$ cat config.mk
export PLATFORM = sky130hd
export DESIGN_NAME = tx_status_regs
export DESIGN_NICKNAME = d
export VERILOG_FILES = /design/src/verilog/tx_status_pkg.sv /design/src/verilog/status_if.sv /design/src/verilog/status_capture.sv /design/src/verilog/tx_status_regs.sv
export SDC_FILE = /design/constraint.sdc
export NUM_CORES = 1
export LEC_CHECK = 0
export ABC_AREA = 1
export BUFFER_PORTS_ARGS = -buffer_cell sky130_fd_sc_hd__buf_2
export CAP_MARGIN = 5
export CORE_ASPECT_RATIO = 1.5
export CORE_MARGIN = 2
export CORE_UTILIZATION = 49
export CTS_CLUSTER_DIAMETER = 60
export DETAILED_ROUTE_END_ITERATION = 10
export PLACE_DENSITY = 0.89
export SLEW_MARGIN = 0
export SYNTH_ARGS = -nofsm -noshare
export SYNTH_HDL_FRONTEND = slang
export SYNTH_SLANG_ARGS = --single-unit
$ cat constraint.sdc
create_clock -name mclk -period 4.5 [get_ports mclk]
set_input_delay 0.675 -clock mclk [delete_from_list [all_inputs] [get_ports mclk]]
set_output_delay 0.675 -clock mclk [all_outputs]
set_load 0.02 [all_outputs]
$ cat src/verilog/tx_status_pkg.sv
// constants for the transmit status and converter read-back register group
package tx_status_pkg;

    // =========================================================
    // widths
    localparam int ADDR_W   = 8;
    localparam int DATA_W   = 8;
    localparam int ADC_W    = 10;
    localparam int ADC_LO_W = 2;
    localparam int LF_W     = 3;
    localparam int OHMS_W   = 10;

    // =========================================================
    // register numbers, used directly as the register address
    localparam logic [7:0] REG_ADC_HIGH    = 8'h28;
    localparam logic [7:0] REG_ADC_LOW     = 8'h29;
    localparam logic [7:0] REG_TX_STATUS   = 8'h2b;
    localparam logic [7:0] RSVD_A_FIRST    = 8'h2c;
    localparam logic [7:0] RSVD_A_LAST     = 8'h32;
    localparam logic [7:0] REG_LOOP_FILTER = 8'h33;
    localparam logic [7:0] RSVD_B_FIRST    = 8'h34;
    localparam logic [7:0] RSVD_B_LAST     = 8'h37;

    // =========================================================
    // field positions
    localparam int STAT_UNLOCK_BIT = 7;
    localparam int STAT_LATCH_BIT  = 6;
    localparam int STAT_FAULT_BIT  = 5;
    localparam int STAT_DRVDIS_BIT = 4;
    localparam int LF_SEL_HI       = 7;
    localparam int LF_SEL_LO       = 5;

    // =========================================================
    // reset values and scaling
    localparam logic [7:0]  DATA_ZERO    = 8'h00;
    localparam logic [7:0]  LF_RESET     = 8'h40;
    localparam logic [2:0]  LF_SEL_RESET = 3'h2;
    localparam logic [9:0]  LF_STEP_OHMS = 10'h04b;
    localparam logic [9:0]  ADC_RESET    = 10'h000;

endpackage

$ cat src/verilog/status_if.sv
// carrier between the status capture and the register bank
`timescale 1ns/1ns
interface status_if;
    logic lock_raw;
    logic lock_latched;
    logic fault;
    logic drvdis;
    logic read_clear;

    modport capture (
        output lock_raw,
        output lock_latched,
        output fault,
        output drvdis,
        input  read_clear
    );
    modport regs (
        input  lock_raw,
        input  lock_latched,
        input  fault,
        input  drvdis,
        output read_clear
    );
endinterface

$ cat src/verilog/status_capture.sv
// synchronisers for the status pins and the latched-low lock bit
`timescale 1ns/1ns
module status_capture (
    input  wire logic     mclk,
    input  wire logic     rst_n,
    input  wire logic     recovery_unlocked_pin,
    input  wire logic     transmit_fault_pin,
    input  wire logic     driver_disabled_pin,
    status_if.capture     st
);

    // =========================================================
    // pin synchronisers
    logic [2:0] pins;
    logic [2:0] sync1_r;
    logic [2:0] sync2_r;
    logic       lock_latched_r;

    assign pins = {driver_disabled_pin, transmit_fault_pin, recovery_unlocked_pin};

    // two stages; first stage feeds only the second
    always_ff @(posedge mclk) begin
        if (!rst_n) begin
            sync1_r <= 3'h0;
            sync2_r <= 3'h0;
        end else begin
            sync1_r <= pins;
            sync2_r <= sync1_r;
        end
    end

    assign st.lock_raw = sync2_r[0];
    assign st.fault    = sync2_r[1];
    assign st.drvdis   = sync2_r[2];

    // =========================================================
    // latched-low copy of the raw lock bit
    // a low raw bit beats a read clear in the same cycle, so no dip is lost
    always_ff @(posedge mclk) begin
        if (!rst_n) begin
            lock_latched_r <= 1'b0;
        end else begin
            lock_latched_r <= sync2_r[0] & (st.read_clear | lock_latched_r);
        end
    end

    assign st.lock_latched = lock_latched_r;

    // =========================================================
    // checks
    a_latch_goes_low: assert property (@(posedge mclk) disable iff (!rst_n)
        !st.lock_raw |=> !st.lock_latched)
        else $error("latched lock bit missed a low raw level");

    a_latch_stays_low: assert property (@(posedge mclk) disable iff (!rst_n)
        (!st.lock_latched && !st.read_clear) |=> !st.lock_latched)
        else $error("latched lock bit rose without a read");

    a_latch_rearms: assert property (@(posedge mclk) disable iff (!rst_n)
        (st.read_clear && st.lock_raw) |=> st.lock_latched)
        else $error("read did not re-arm latched lock bit");

    a_sync_two_stage: assert property (@(posedge mclk) disable iff (!rst_n)
        ($past(rst_n) && $past(rst_n, 2)) |-> (st.fault == $past(transmit_fault_pin, 2)))
        else $error("fault flag not two cycles behind its pin");

endmodule

$ cat src/verilog/tx_status_regs.sv
// register bank: converter read-back, transmit status, loop filter adjust
// How it works
// - the 10-bit converter result reads as bits 9:2 in register 40 and bits 1:0 in register 41.
// - status bit 7 reads 1 while clock recovery is unlocked and 0 while locked.
// - status bit 6 drops to 0 when the raw lock bit goes low and stays there.
// - reading the status register re-arms bit 6 to follow the raw lock bit again.
// - status bit 5 reads 1 while a transmit fault is present.
// - status bit 4 reads 1 while the fault logic holds the driver disabled.
// - bits 7:5 of register 51 pick the loop filter resistance, 75 ohms per step plus 75.
// - register 51 resets to 40h, code 010 and zero low bits.
// - registers 44 to 50 are read-only and read zero.
// - registers 52 to 55 are read-only and read zero.
`timescale 1ns/1ns
module tx_status_regs (
    input  wire logic                               mclk,
    input  wire logic                               rst_n,
    input  wire logic [tx_status_pkg::ADC_W-1:0]    converter_result,
    input  wire logic                               recovery_unlocked_pin,
    input  wire logic                               transmit_fault_pin,
    input  wire logic                               driver_disabled_pin,
    input  wire logic [tx_status_pkg::ADDR_W-1:0]   reg_addr,
    input  wire logic                               reg_wr_en,
    input  wire logic [tx_status_pkg::DATA_W-1:0]   reg_wdata,
    input  wire logic                               reg_rd_en,
    output logic      [tx_status_pkg::DATA_W-1:0]   reg_rdata,
    output logic                                    reg_rd_valid,
    output logic      [tx_status_pkg::LF_W-1:0]     loop_filter_sel,
    output logic      [tx_status_pkg::OHMS_W-1:0]   loop_filter_ohms
);

    // =========================================================
    // helpers
    function automatic logic in_range(
        input logic [7:0] a,
        input logic [7:0] lo,
        input logic [7:0] hi
    );
        in_range = (a >= lo) && (a <= hi);
    endfunction

    // resistance in ohms for a selector code
    function automatic logic [9:0] ohms_of(input logic [2:0] code);
        logic [9:0] steps;
        steps   = {7'h00, code} + 10'h001;
        ohms_of = 10'(steps * tx_status_pkg::LF_STEP_OHMS);
    endfunction

    // =========================================================
    // status capture
    status_if st ();

    status_capture u_capture (
        .mclk                  (mclk),
        .rst_n                 (rst_n),
        .recovery_unlocked_pin (recovery_unlocked_pin),
        .transmit_fault_pin    (transmit_fault_pin),
        .driver_disabled_pin   (driver_disabled_pin),
        .st                    (st)
    );

    // =========================================================
    // decode
    logic rd_adc_high;
    logic rd_adc_low;
    logic rd_status;
    logic rd_lf;
    logic rd_rsvd;
    logic wr_lf;

    assign rd_adc_high = reg_rd_en && (reg_addr == tx_status_pkg::REG_ADC_HIGH);
    assign rd_adc_low  = reg_rd_en && (reg_addr == tx_status_pkg::REG_ADC_LOW);
    assign rd_status   = reg_rd_en && (reg_addr == tx_status_pkg::REG_TX_STATUS);
    assign rd_lf       = reg_rd_en && (reg_addr == tx_status_pkg::REG_LOOP_FILTER);
    assign rd_rsvd     = reg_rd_en &&
        (in_range(reg_addr, tx_status_pkg::RSVD_A_FIRST, tx_status_pkg::RSVD_A_LAST) ||
         in_range(reg_addr, tx_status_pkg::RSVD_B_FIRST, tx_status_pkg::RSVD_B_LAST));
    assign wr_lf       = reg_wr_en && (reg_addr == tx_status_pkg::REG_LOOP_FILTER);

    // only the status read clears anything
    assign st.read_clear = rd_status;

    // =========================================================
    // loop filter adjust, only the selector field is kept
    // reserved low bits are not stored, which saves flops and keeps them zero
    logic [tx_status_pkg::LF_W-1:0] lf_sel_r;
    logic [tx_status_pkg::LF_W-1:0] lf_sel_nxt;

    always_comb begin
        lf_sel_nxt = lf_sel_r;
        if (wr_lf) begin
            lf_sel_nxt = reg_wdata[tx_status_pkg::LF_SEL_HI:tx_status_pkg::LF_SEL_LO];
        end
    end

    always_ff @(posedge mclk) begin
        if (!rst_n) begin
            lf_sel_r <= tx_status_pkg::LF_RESET[tx_status_pkg::LF_SEL_HI:tx_status_pkg::LF_SEL_LO];
        end else begin
            lf_sel_r <= lf_sel_nxt;
        end
    end

    assign loop_filter_sel = lf_sel_r;

    // resistance follows the selector with no extra lag
    logic [tx_status_pkg::OHMS_W-1:0] ohms_r;

    always_ff @(posedge mclk) begin
        if (!rst_n) begin
            ohms_r <= ohms_of(tx_status_pkg::LF_SEL_RESET);
        end else begin
            ohms_r <= ohms_of(lf_sel_nxt);
        end
    end

    assign loop_filter_ohms = ohms_r;

    // =========================================================
    // read data mux
    logic [tx_status_pkg::DATA_W-1:0] rdata_nxt;
    logic [tx_status_pkg::DATA_W-1:0] rdata_r;
    logic                             rd_valid_r;

    always_comb begin
        rdata_nxt = tx_status_pkg::DATA_ZERO;
        if (rd_adc_high) begin
            rdata_nxt = converter_result[tx_status_pkg::ADC_W-1:tx_status_pkg::ADC_LO_W];
        end else if (rd_adc_low) begin
            rdata_nxt[tx_status_pkg::ADC_LO_W-1:0] =
                converter_result[tx_status_pkg::ADC_LO_W-1:0];
        end else if (rd_status) begin
            rdata_nxt[tx_status_pkg::STAT_UNLOCK_BIT] = st.lock_raw;
            rdata_nxt[tx_status_pkg::STAT_LATCH_BIT]  = st.lock_latched;
            rdata_nxt[tx_status_pkg::STAT_FAULT_BIT]  = st.fault;
            rdata_nxt[tx_status_pkg::STAT_DRVDIS_BIT] = st.drvdis;
        end else if (rd_lf) begin
            rdata_nxt[tx_status_pkg::LF_SEL_HI:tx_status_pkg::LF_SEL_LO] = lf_sel_r;
        end else if (rd_rsvd) begin
            rdata_nxt = tx_status_pkg::DATA_ZERO;
        end
    end

    // read data held until the next read; unmapped reads answer zero
    always_ff @(posedge mclk) begin
        if (!rst_n) begin
            rdata_r <= tx_status_pkg::DATA_ZERO;
        end else if (reg_rd_en) begin
            rdata_r <= rdata_nxt;
        end
    end

    always_ff @(posedge mclk) begin
        if (!rst_n) begin
            rd_valid_r <= 1'b0;
        end else begin
            rd_valid_r <= reg_rd_en;
        end
    end

    assign reg_rdata    = rdata_r;
    assign reg_rd_valid = rd_valid_r;

    // =========================================================
    // checks
    a_adc_high_read: assert property (@(posedge mclk) disable iff (!rst_n)
        rd_adc_high |=> (reg_rdata == $past(converter_result[9:2])))
        else $error("converter high byte read wrong");

    a_adc_low_read: assert property (@(posedge mclk) disable iff (!rst_n)
        rd_adc_low |=> (reg_rdata == {6'h00, $past(converter_result[1:0])}))
        else $error("converter low bits read wrong");

    a_status_live_bits: assert property (@(posedge mclk) disable iff (!rst_n)
        rd_status |=> (reg_rdata[7] == $past(st.lock_raw)) &&
                      (reg_rdata[5] == $past(st.fault)) &&
                      (reg_rdata[4] == $past(st.drvdis)) &&
                      (reg_rdata[3:0] == 4'h0))
        else $error("status live bits read wrong");

    a_status_latch_read: assert property (@(posedge mclk) disable iff (!rst_n)
        (rd_status && !st.lock_latched) |=> !reg_rdata[6])
        else $error("latched lock bit read high while latched low");

    a_rsvd_a_zero: assert property (@(posedge mclk) disable iff (!rst_n)
        (reg_rd_en && reg_addr >= 8'h2c && reg_addr <= 8'h32) |=> (reg_rdata == 8'h00))
        else $error("reserved block a read nonzero");

    a_rsvd_b_zero: assert property (@(posedge mclk) disable iff (!rst_n)
        (reg_rd_en && reg_addr >= 8'h34 && reg_addr <= 8'h37) |=> (reg_rdata == 8'h00))
        else $error("reserved block b read nonzero");

    a_lf_reset_value: assert property (@(posedge mclk)
        !rst_n |=> (loop_filter_sel == 3'h2) && (loop_filter_ohms == 10'h0e1))
        else $error("loop filter not at default after reset");

    a_lf_write_take: assert property (@(posedge mclk) disable iff (!rst_n)
        wr_lf |=> (loop_filter_sel == $past(reg_wdata[7:5])))
        else $error("loop filter write not taken");

    // a read in the write cycle still returns the old selector
    a_lf_read_back: assert property (@(posedge mclk) disable iff (!rst_n)
        rd_lf |=> (reg_rdata == {$past(loop_filter_sel), 5'h00}))
        else $error("loop filter read back wrong");

    a_status_latch_high: assert property (@(posedge mclk) disable iff (!rst_n)
        (rd_status && st.lock_latched) |=> reg_rdata[6])
        else $error("latched lock bit read low while armed");

    a_unmapped_zero: assert property (@(posedge mclk) disable iff (!rst_n)
        (reg_rd_en && reg_addr == 8'h2a) |=> (reg_rdata == 8'h00))
        else $error("unmapped register read nonzero");

    // read data must not drift between reads
    a_rdata_hold: assert property (@(posedge mclk) disable iff (!rst_n)
        !reg_rd_en |=> $stable(reg_rdata))
        else $error("read data changed without a read");

    a_valid_follows: assert property (@(posedge mclk) disable iff (!rst_n)
        $past(rst_n) |-> (reg_rd_valid == $past(reg_rd_en)))
        else $error("read valid not one cycle after the strobe");

    a_ohms_scale: assert property (@(posedge mclk) disable iff (!rst_n)
        loop_filter_ohms == 10'((loop_filter_sel + 10'h001) * 10'h04b))
        else $error("loop filter resistance out of step");

    a_ro_write_ignored: assert property (@(posedge mclk) disable iff (!rst_n)
        (reg_wr_en && reg_addr != 8'h33) |=> $stable(loop_filter_sel))
        else $error("write to read-only register changed state");

    a_no_side_effect: assert property (@(posedge mclk) disable iff (!rst_n)
        (reg_rd_en && reg_addr != 8'h2b && !st.lock_latched) |=> !st.lock_latched)
        else $error("non-status read cleared the latched bit");

endmodule

# Word level (Yosys, flattened, before mapping)
# Cells that the tools add are included.
op_classes:
  add_sub_neg: 1
  multipliers: 1
  div: 0
  n_lt_le_gt_ge: 0
  n_eq_ne: 4
  n_shift: 0
  n_mux: 6
  bitwise_logic: 2
  n_reduce_logical: 5
op_table:
  columns: ["op", "n"]
  rows:
  - ["equality test 8 x 6 -> 1 bit (second input constant)", 4]
  - ["multiplier 4 x 7 -> 10 bit (second input constant)", 1]
  - ["2-to-1 mux 8 bit", 1]
  - ["2-to-1 mux 3 bit", 2]
  - ["2-to-1 mux 6 bit", 1]
  - ["logical AND 1 bit", 5]
  - ["adder 3 x 1 -> 4 bit (second input constant)", 1]
  - ["2-to-1 mux 4 bit", 1]
  - ["2-to-1 mux 2 bit", 1]
  - ["bitwise AND 1 bit", 1]
  - ["OR 1 bit", 1]
totals:
  ff_bits: 29
  latchBits: 0
  mem_bits_rw: 0
  romBits: 0
  memories: 0

# Depth between registers and ports, before layout
# Gate-level depths: netlist of run 1.
logic_depth:
  word_depth: 6
  ltp_mapped: 23

# By module
# From an unflattened synthesis of run 1, not the netlist that was laid out.
unflattened:
  cells_unflattened: 187
  area_unflattened_um2: 1440.1
by_module_without_submodules:
  columns: ["mod", "n_inst", "cells_each", "area_each_um2", "seq_area_each_um2"]
  rows:
  - ["tx_status_regs", 1, 165, 1243.7, 440.4]
  - ["status_capture", 1, 22, 196.4, 140.1]

# Worst setup path after synthesis of run 1
# Ideal clock, no wire load.
synth_timing:
  kind: "in2reg"
  start: "input port reg_addr[2] (netlist name)"
  end: "register ohms_r (netlist bit loop_filter_ohms[8])"
  arrival_time_ns: 3.238
  required_ns: 4.388
  path_slack_ns: 1.151
  stages: 22
  cell_sequence: "inv_1 nand2_1 nor2_4 nand3_4 nand2_1 nand2_2 ha_1 inv_1 nand2_4 nand2_4 ha_1 inv_1 fa_1 inv_1 ha_1 nand3_1 nand2_1 a21oi_1 nor2_1 nand3_1 nand2_1 nor2_1"
synth_via:
  elab_chain_cells: 5
synth_rtl:
  columns: ["item", "line", "source"]
  rows:
  - ["from (decl)", "tx_status_regs.sv:21", "input wire logic [tx_status_pkg::ADDR_W-1:0] reg_addr,"]
  - ["equality test 8 x 6 -> 1 bit", "tx_status_regs.sv:77", "assign wr_lf = reg_wr_en && (reg_addr == tx_status_pkg::REG_LOOP_FILTER);"]
  - ["logical AND 1 bit", "tx_status_regs.sv:77", null]
  - ["2-to-1 mux 3 bit", "tx_status_regs.sv:90", "if (wr_lf) begin"]
  - ["via lf_sel_nxt (one bit)", "tx_status_regs.sv:86", "logic [tx_status_pkg::LF_W-1:0] lf_sel_nxt;"]
  - ["adder 3 x 1 -> 4 bit", "tx_status_regs.sv:44", "steps = {7'h00, code} + 10'h001;"]
  - ["multiplier 4 x 7 -> 10 bit", "tx_status_regs.sv:45", "ohms_of = 10'(steps * tx_status_pkg::LF_STEP_OHMS);"]
  - ["to (signal assigned)", "tx_status_regs.sv:110", "ohms_r <= ohms_of(tx_status_pkg::LF_SEL_RESET);"]
  - ["to (signal assigned)", "tx_status_regs.sv:112", "ohms_r <= ohms_of(lf_sel_nxt);"]
  - ["to (decl)", "tx_status_regs.sv:106", "logic [tx_status_pkg::OHMS_W-1:0] ohms_r;"]
# The timed path passes the listed nets, and every way through them passes these cells.
# A chain may end at the register's enable or synchronous reset.

# Worst setup path after layout of run 1
# Same ends and word-level chain as after synthesis.

==> summary.txt, run 1 <==
Outcome
  • Outcome: finished, final reports clean

GRT
  • First-pass GRT wire length: 5150 µm
  • Grt total ovfl: 0
  • Tot GR Track Use: 0.186
  • Vias in the first global route: 1277
  • Initial antenna violation count: 0
  • Largest net degree at the start of global routing: 16

Setup path
  • Setup crit end kind: flip-flop
  • Arrival @ worst endpoint: 3.67 ns
  • Worst R2R End: loop_filter_ohms[8]
  • Slowest-stage cell, CP: fa_1
  • Worst-path cell chain: buf_2, inv_1, nand2_1, nor2_4, nand3_4, nand2_1, nand2_2, ha_1, inv_1, nand2_4, nand2_4, ha_1, inv_1, fa_1, inv_1, ha_1, nand3_1, nand2_1, a21oi_1, nor2_1, nand3_1, nand2_1, nor2_1
  • R2R cell count: 18
  • Crit Path Max Fanout: 5
  • CP max stage delay: roughly 0.42 ns
  • Critical Path Start Type: input pin
  • CP Launch Point: reg_addr[2]
  • Crit Path Category: input pin to flip-flop
  • R2R Setup Slk: ~1.6 ns
  • R2r startpoint: loop_filter_sel[0]
  • CP required: 4.68 ns

Routing
  • Vias per cell: 4.76
  • Initial drt markers: 29
  • DR WL/cell: 10.4 µm
  • TritonRoute pass-1 iters: 4
  • Final antenna-violating net count: 0
  • Via count: approximately 1.4k
  • Remaining DRCs: 0
  • Routed WL: 3020 µm

CTS
  • Post-cts resize count: 0
  • Number of post-CTS setup repair buffers: 0
  • CTS tree: built
  • Clock Latency Late Sink: 0.28 ns
  • H-tree depth: 2
  • CTS clk-pin slew, worst paths: 0.07 ns
  • CTS Hold Bufs: 0
  • Maximum root-to-sink buffer count: 2
  • Clock root buffer: clkbuf_8
  • Clock sinks: 29
  • CTS buffer count: 5

Floorplan
  • Die Area: between 0.003 and 0.004 mm²
  • Row count: 24
  • Die height: approximately 73 µm
  • Initial Util: 0.523
  • I/O pin count: 55
  • Die X: 49.7 µm
  • Core Area: 0.00294 mm²

Timing
  • Final setup viols: 0
  • Hold Vio Cnt, Final: 0
  • Max_slew headroom: 0.730
  • Fin. max-slew vios: 0
  • Tightest Pin Transition: 0.404 ns
  • Final Cycle Share: 0.775
  • RSZ-0062 raised after global routing: no
  • Min Tclk post-route: 3.49 ns
  • Fmax: 287 MHz
  • Skew final: 0.00777 ns
  • Final hold slack: 0.415 ns
  • TNS Setup: 0 ns

Logic synthesis
  • Sequential fraction of the synthesis area: 0.378
  • FF+latch count, synth: 29
  • Async SR Flop Fraction: 0
  • Distinct cell type count after synthesis: 30
  • Syn nets: between 200 and 250
  • Top FF cell, synth: dfxtp_1
  • Synth area leaders: dfxtp_1 (38%), nand2_1 (9.8%), ha_1 (9.0%)
  • EDFF count, synth: 0
  • Cell taking the most area after synthesis: dfxtp_1
  • Mapped Area: 0.00154 mm²
  • Mean Syn Cell Area: a little under 8 µm²
  • Syn Inst Count: 198
  • Top cell type's share of synthesized area: 0.378
  • Synth Warn #: 0

Layout
  • Nets@finish: 296
  • Area Overhead vs Synth: 23.3%
  • Layout cells sized above 1: 0.298
  • N_diodes: 0
  • Most frequent cells in the layout: buf_2 (49), nand2_1 (40), inv_1 (36)
  • Most common cell after layout, fill and taps aside: buf_2

Placed design
  • Placer Congestion: 0.821
  • # port buffers: 49
  • DP HPWL: 2380 µm

Pwr
  • Peak supply drop: 237 µV
  • Leak: 0.995 nW
  • Total power: 0.000513 W
  • Total power density per cell area: roughly 270 mW/mm²

Worst hold path
  • Hold Path End: u_capture.sync2_r[2]
  • Hold Crit Depth: 2
  • Hold Path Origin: u_capture.sync1_r[2]
  • Hold Path Class: flip-flop to flip-flop

Flow run
  • MaxCap Viol Count: 0
==> critical path: cells and delay by family <==
| family | cells | cell delay (ns) |
|---|---|---|
| buf+inv | 5 | 0.45 |
| fa+ha+maj | 4 | 1.10 |
| compound gates | 1 | 0.08 |
| simple gates | 13 | 1.35 |
==> state kept, by name (all words and copies together) (netlist names) <==
name and flops:
u_capture.st.lock_latched 1, u_capture.sync1_r 3, loop_filter_ohms 10, reg_rdata 8, u_capture.sync2_r 3, reg_rd_valid 1, loop_filter_sel 3
==> worst max path at each step <==
stage,endpoint,slack (ns)
floorplan,loop_filter_ohms[8],1.15
global placement,loop_filter_ohms[8],0.82
detailed placement,loop_filter_ohms[8],0.74
CTS,loop_filter_ohms[8],1.00
global route,loop_filter_ohms[9],0.74
finish,loop_filter_ohms[8],1.01
==> cell type report <==
type,instances,area [µm²]
clock inverter,3,17.5
timing repair buffer,49,245
fill,284,1050
sequential,29,581
multi-input combinational,130,800
tap,39,48.8
inverter,36,135
clock buffer,5,68.8
==> per-layer routing <==
metal,up-vias,GRT usage,part of all wire
met5,-,0,0
met4,0,0.108,0.029
met3,7,0.0492,0.045
met2,35,0.348,0.52
met1,615,0.180,0.41
li1,728,-,-
==> cell usage after synthesis, drive strengths merged (2+ instances only) <==
cell     n
a21oi   11
buf      2
dfxtp   29
ha      11
inv     36
nand2   47
nand3   16
nand4    5
nor2    23
nor3     2
o211ai   2
o21ai    5
==> through the flow <==
stage | instance area [µm²] | worst slack, ns | utilization | std cells
6_report | 1900 | 1.01 | 0.644 | 291
5_1_grt | 1900 | 0.740 | 0.644 | 291
4_1_cts | 1900 | 1.00 | 0.644 | 291
3_5_place_dp | 1810 | 0.737 | 0.615 | 283
3_3_place_gp | 1810 | 0.821 | 0.615 | 283
2_1_floorplan | 1540 | 1.15 | - | 198
==> report_power, final <==
part           internal (W)  leakage, nW  switching, W  total [W]
logic             0.0000161        0.716     0.0000257  0.0000418
registers          0.000261        0.236    0.00000126   0.000263
clock network      0.000106       0.0439      0.000102   0.000209
total              0.000384        0.995      0.000129   0.000513
==> kinds of logic after synthesis <==
kind of cell / synth area share
AO/OA/AOI/OAI: 0.0846
XOR/XNOR: 0.0114
adder cells (fa/ha/maj): 0.103
buffers and inverters: 0.103
flip-flops: 0.378
AND/OR/NAND/NOR: 0.321
Power figures use the tool's default switching activity.
==> run 2, diff against run 1 <==
==> constraint.sdc (replaced) <==
create_clock -name mclk -period 3.5 [get_ports mclk]
set_input_delay 0.525 -clock mclk [delete_from_list [all_inputs] [get_ports mclk]]
set_output_delay 0.525 -clock mclk [all_outputs]
set_load 0.02 [all_outputs]
==> run 2 against run 1 <==
Non-clock buffer count increased by 8. Utilization is 2.0 points higher. Register-to-register slack lost 0.89 ns. Worst hold slack got worse by 0.0015 ns. Flip-flop and latch count is the same. Die area unchanged. Cell area grew 3.2%. First-iteration DRC count increased by 28%.
==> summary.txt, run 2 (same netlist as run 1, synthesis figures left out) <==
Timing
  • Fin. max-slew vios: 0 (unchanged)
  • Hold Vio Cnt, Final: 0 (unchanged)
  • Fmax: 314 MHz
  • Final setup viols: 0 (unchanged)
  • Min Tclk post-route: 3.18 ns
  • Setup ws final: 0.318 ns (-0.693 ns)
  • RSZ-0062 raised after global routing: no
  • Skew final: 0.00222 ns (-0.00556 ns)
  • Max_slew headroom: 0.715 (-0.0158)
  • Tightest Pin Transition: 0.428 ns (+0.0237 ns)
  • Final hold slack: 0.414 ns (-0.00147 ns)
  • TNS Setup: 0 ns (unchanged)
  • Final Cycle Share: 0.909

Outcome
  • Outcome: finished, final reports clean

Layout
  • Max reg flops: 10 (unchanged)
  • Area Overhead vs Synth: 27.2%
  • # fillers: 266 (-6.3%)
  • N_diodes: 0 (unchanged)
  • Layout cells sized above 1: 0.319 (+0.0216)
  • Multi-input gate area: 800 µm² (unchanged)
  • Most frequent cells in the layout: buf_2 (49), nand2_1 (40), inv_1 (36)
  • Nets@finish: 304 (+2.7%)
  • Register area: 581 µm² (unchanged)
  • Most common cell after layout, fill and taps aside: buf_2

GRT
  • Tot GR Track Use: 0.192 (+0.00618)
  • Initial antenna violation count: 0 (unchanged)
  • Grt total ovfl: 0 (unchanged)
  • Vias in the first global route: 1298 (+1.6%)
  • First-pass GRT wire length: 5250 µm (+2.0%)
  • Largest net degree at the start of global routing: 16 (unchanged)

Placed design
  • # port buffers: 49 (unchanged)
  • Placer Congestion: 0.826 (+0.52%)
  • Placement Setup Slack: 0.0408 ns (-0.696 ns)
  • DP HPWL: 2430 µm (+2.0%)

Routing
  • Max layer used: met4
  • Detail Route met3 WL: 167 µm (+23%)
  • Final antenna-violating net count: 0 (unchanged)
  • Met2 wire len: 1640 µm (+4.5%)
  • Via count: 1408 (+1.7%)
  • Routed WL: 3070 µm (+1.9%)
  • Vias per cell: 4.71 (-1.1%)
  • Initial drt markers: 37 (+28%)
  • TritonRoute pass-1 iters: 4 (unchanged)
  • Remaining DRCs: 0 (unchanged)
  • DR WL/cell: 10.3 µm (-0.87%)
  • Met1 WL: 1190 µm (-3.1%)

Floorplan
  • Core Area: 0.00294 mm² (unchanged)
  • Initial Util: 0.523 (unchanged)
  • Die X: 49.7 µm (unchanged)
  • Row count: 24 (unchanged)
  • Die Area: 0.00361 mm² (unchanged)
  • I/O pin count: 55 (unchanged)
  • Die height: 72.6 µm (unchanged)

CTS
  • CTS tree: built
  • Clock sinks: 29 (unchanged)
  • CTS clk-pin slew, worst paths: 0.06 ns (about the same)
  • Number of post-CTS setup repair buffers: 0 (unchanged)
  • CTS buffer count: 5 (unchanged)
  • Clock Latency Late Sink: 0.29 ns (about the same)
  • Maximum root-to-sink buffer count: 2 (unchanged)
  • H-tree depth: 2 (unchanged)
  • Post-cts resize count: 0 (unchanged)
  • Clock root buffer: clkbuf_8
  • CTS Hold Bufs: 0 (unchanged)

Worst hold path
  • Hold Path Class: flip-flop to flip-flop

Pwr
  • Peak supply drop: 354 µV (+50%)
  • Leak: 1.04 nW (+4.0%)
  • Total power density per cell area: 338 mW/mm² (+25%)

Setup path
  • Critical Path Start Type: input pin
  • CP required: 3.73 ns (-0.95 ns)
  • Arrival @ worst endpoint: 3.41 ns (-0.26 ns)
  • Crit Path Max Fanout: 5 (unchanged)
  • Setup crit end kind: flip-flop
  • Crit Path Category: input pin to flip-flop

Flow run
  • MaxCap Viol Count: 0 (unchanged)
run 2: changes by cell type in the layout (fill, tap and decap cells not counted), sizes merged:
cell	delta
buf	+8
run 2: final timing paths:
| kind | start | end | slack [ns] | depth (start not counted) |
|---|---|---|---|---|
| setup / recovery | reg_addr[2] | loop_filter_ohms[8] | 0.32 | 22 |
| hold / removal | u_capture.sync1_r[0] | u_capture.sync2_r[0] | 0.41 | 2 |
| setup reg to reg | loop_filter_sel[1] | loop_filter_ohms[8] | 0.73 | 18 |
| hold reg to reg | u_capture.sync1_r[0] | u_capture.sync2_r[0] | 0.41 | 2 |
run 2: area by class of cell:
class	count	share of cell area
Multi-Input combinational cell	130	0.409
Sequential cell	29	0.297
Timing Repair Buffer	57	0.156
Inverter	36	0.0691
Clock buffer	5	0.0352
Tap cell	39	0.0250
Clock inverter	3	0.00896
run 2: layer usage:
layer	global-route usage	vias up
li1	-	742
met1	0.187	621
met2	0.353	39
met3	0.0594	6
met4	0.111	0
met5	0	-
run 2: worst max-delay path: stages:
cell	delay (ns)
buf_2	0.10
inv_1	0.08
nand2_1	0.09
nor2_4	0.20
nand4_1	0.12
nand2_2	0.14
ha_1	0.23
inv_1	0.10
nand2_4	0.09
nand2_4	0.04
ha_1	0.27
inv_1	0.05
fa_1	0.51
inv_1	0.05
ha_1	0.20
nand3_1	0.08
nand2_1	0.07
a21oi_1	0.17
nor2_1	0.09
nand3_1	0.08
nand2_1	0.05
nor2_1	0.08
run 2: power breakdown:
part           switching [W]  leakage, nW  internal (W)  total (W)
registers         0.00000160        0.236      0.000336   0.000338
logic              0.0000337        0.755     0.0000218  0.0000555
clock network       0.000132       0.0439      0.000137   0.000268
total               0.000167         1.04      0.000495   0.000662
run 2: per-stage QoR:
stage	power (W)	area, µm²	utilization	std cells
global route	0.000688	1960	0.665	299
floorplan	0.000375	1540	-	198
global placement	0.000399	1870	0.635	291
finish	0.000662	1960	0.665	299
detailed placement	0.000400	1870	0.635	291
CTS	0.000671	1960	0.665	299
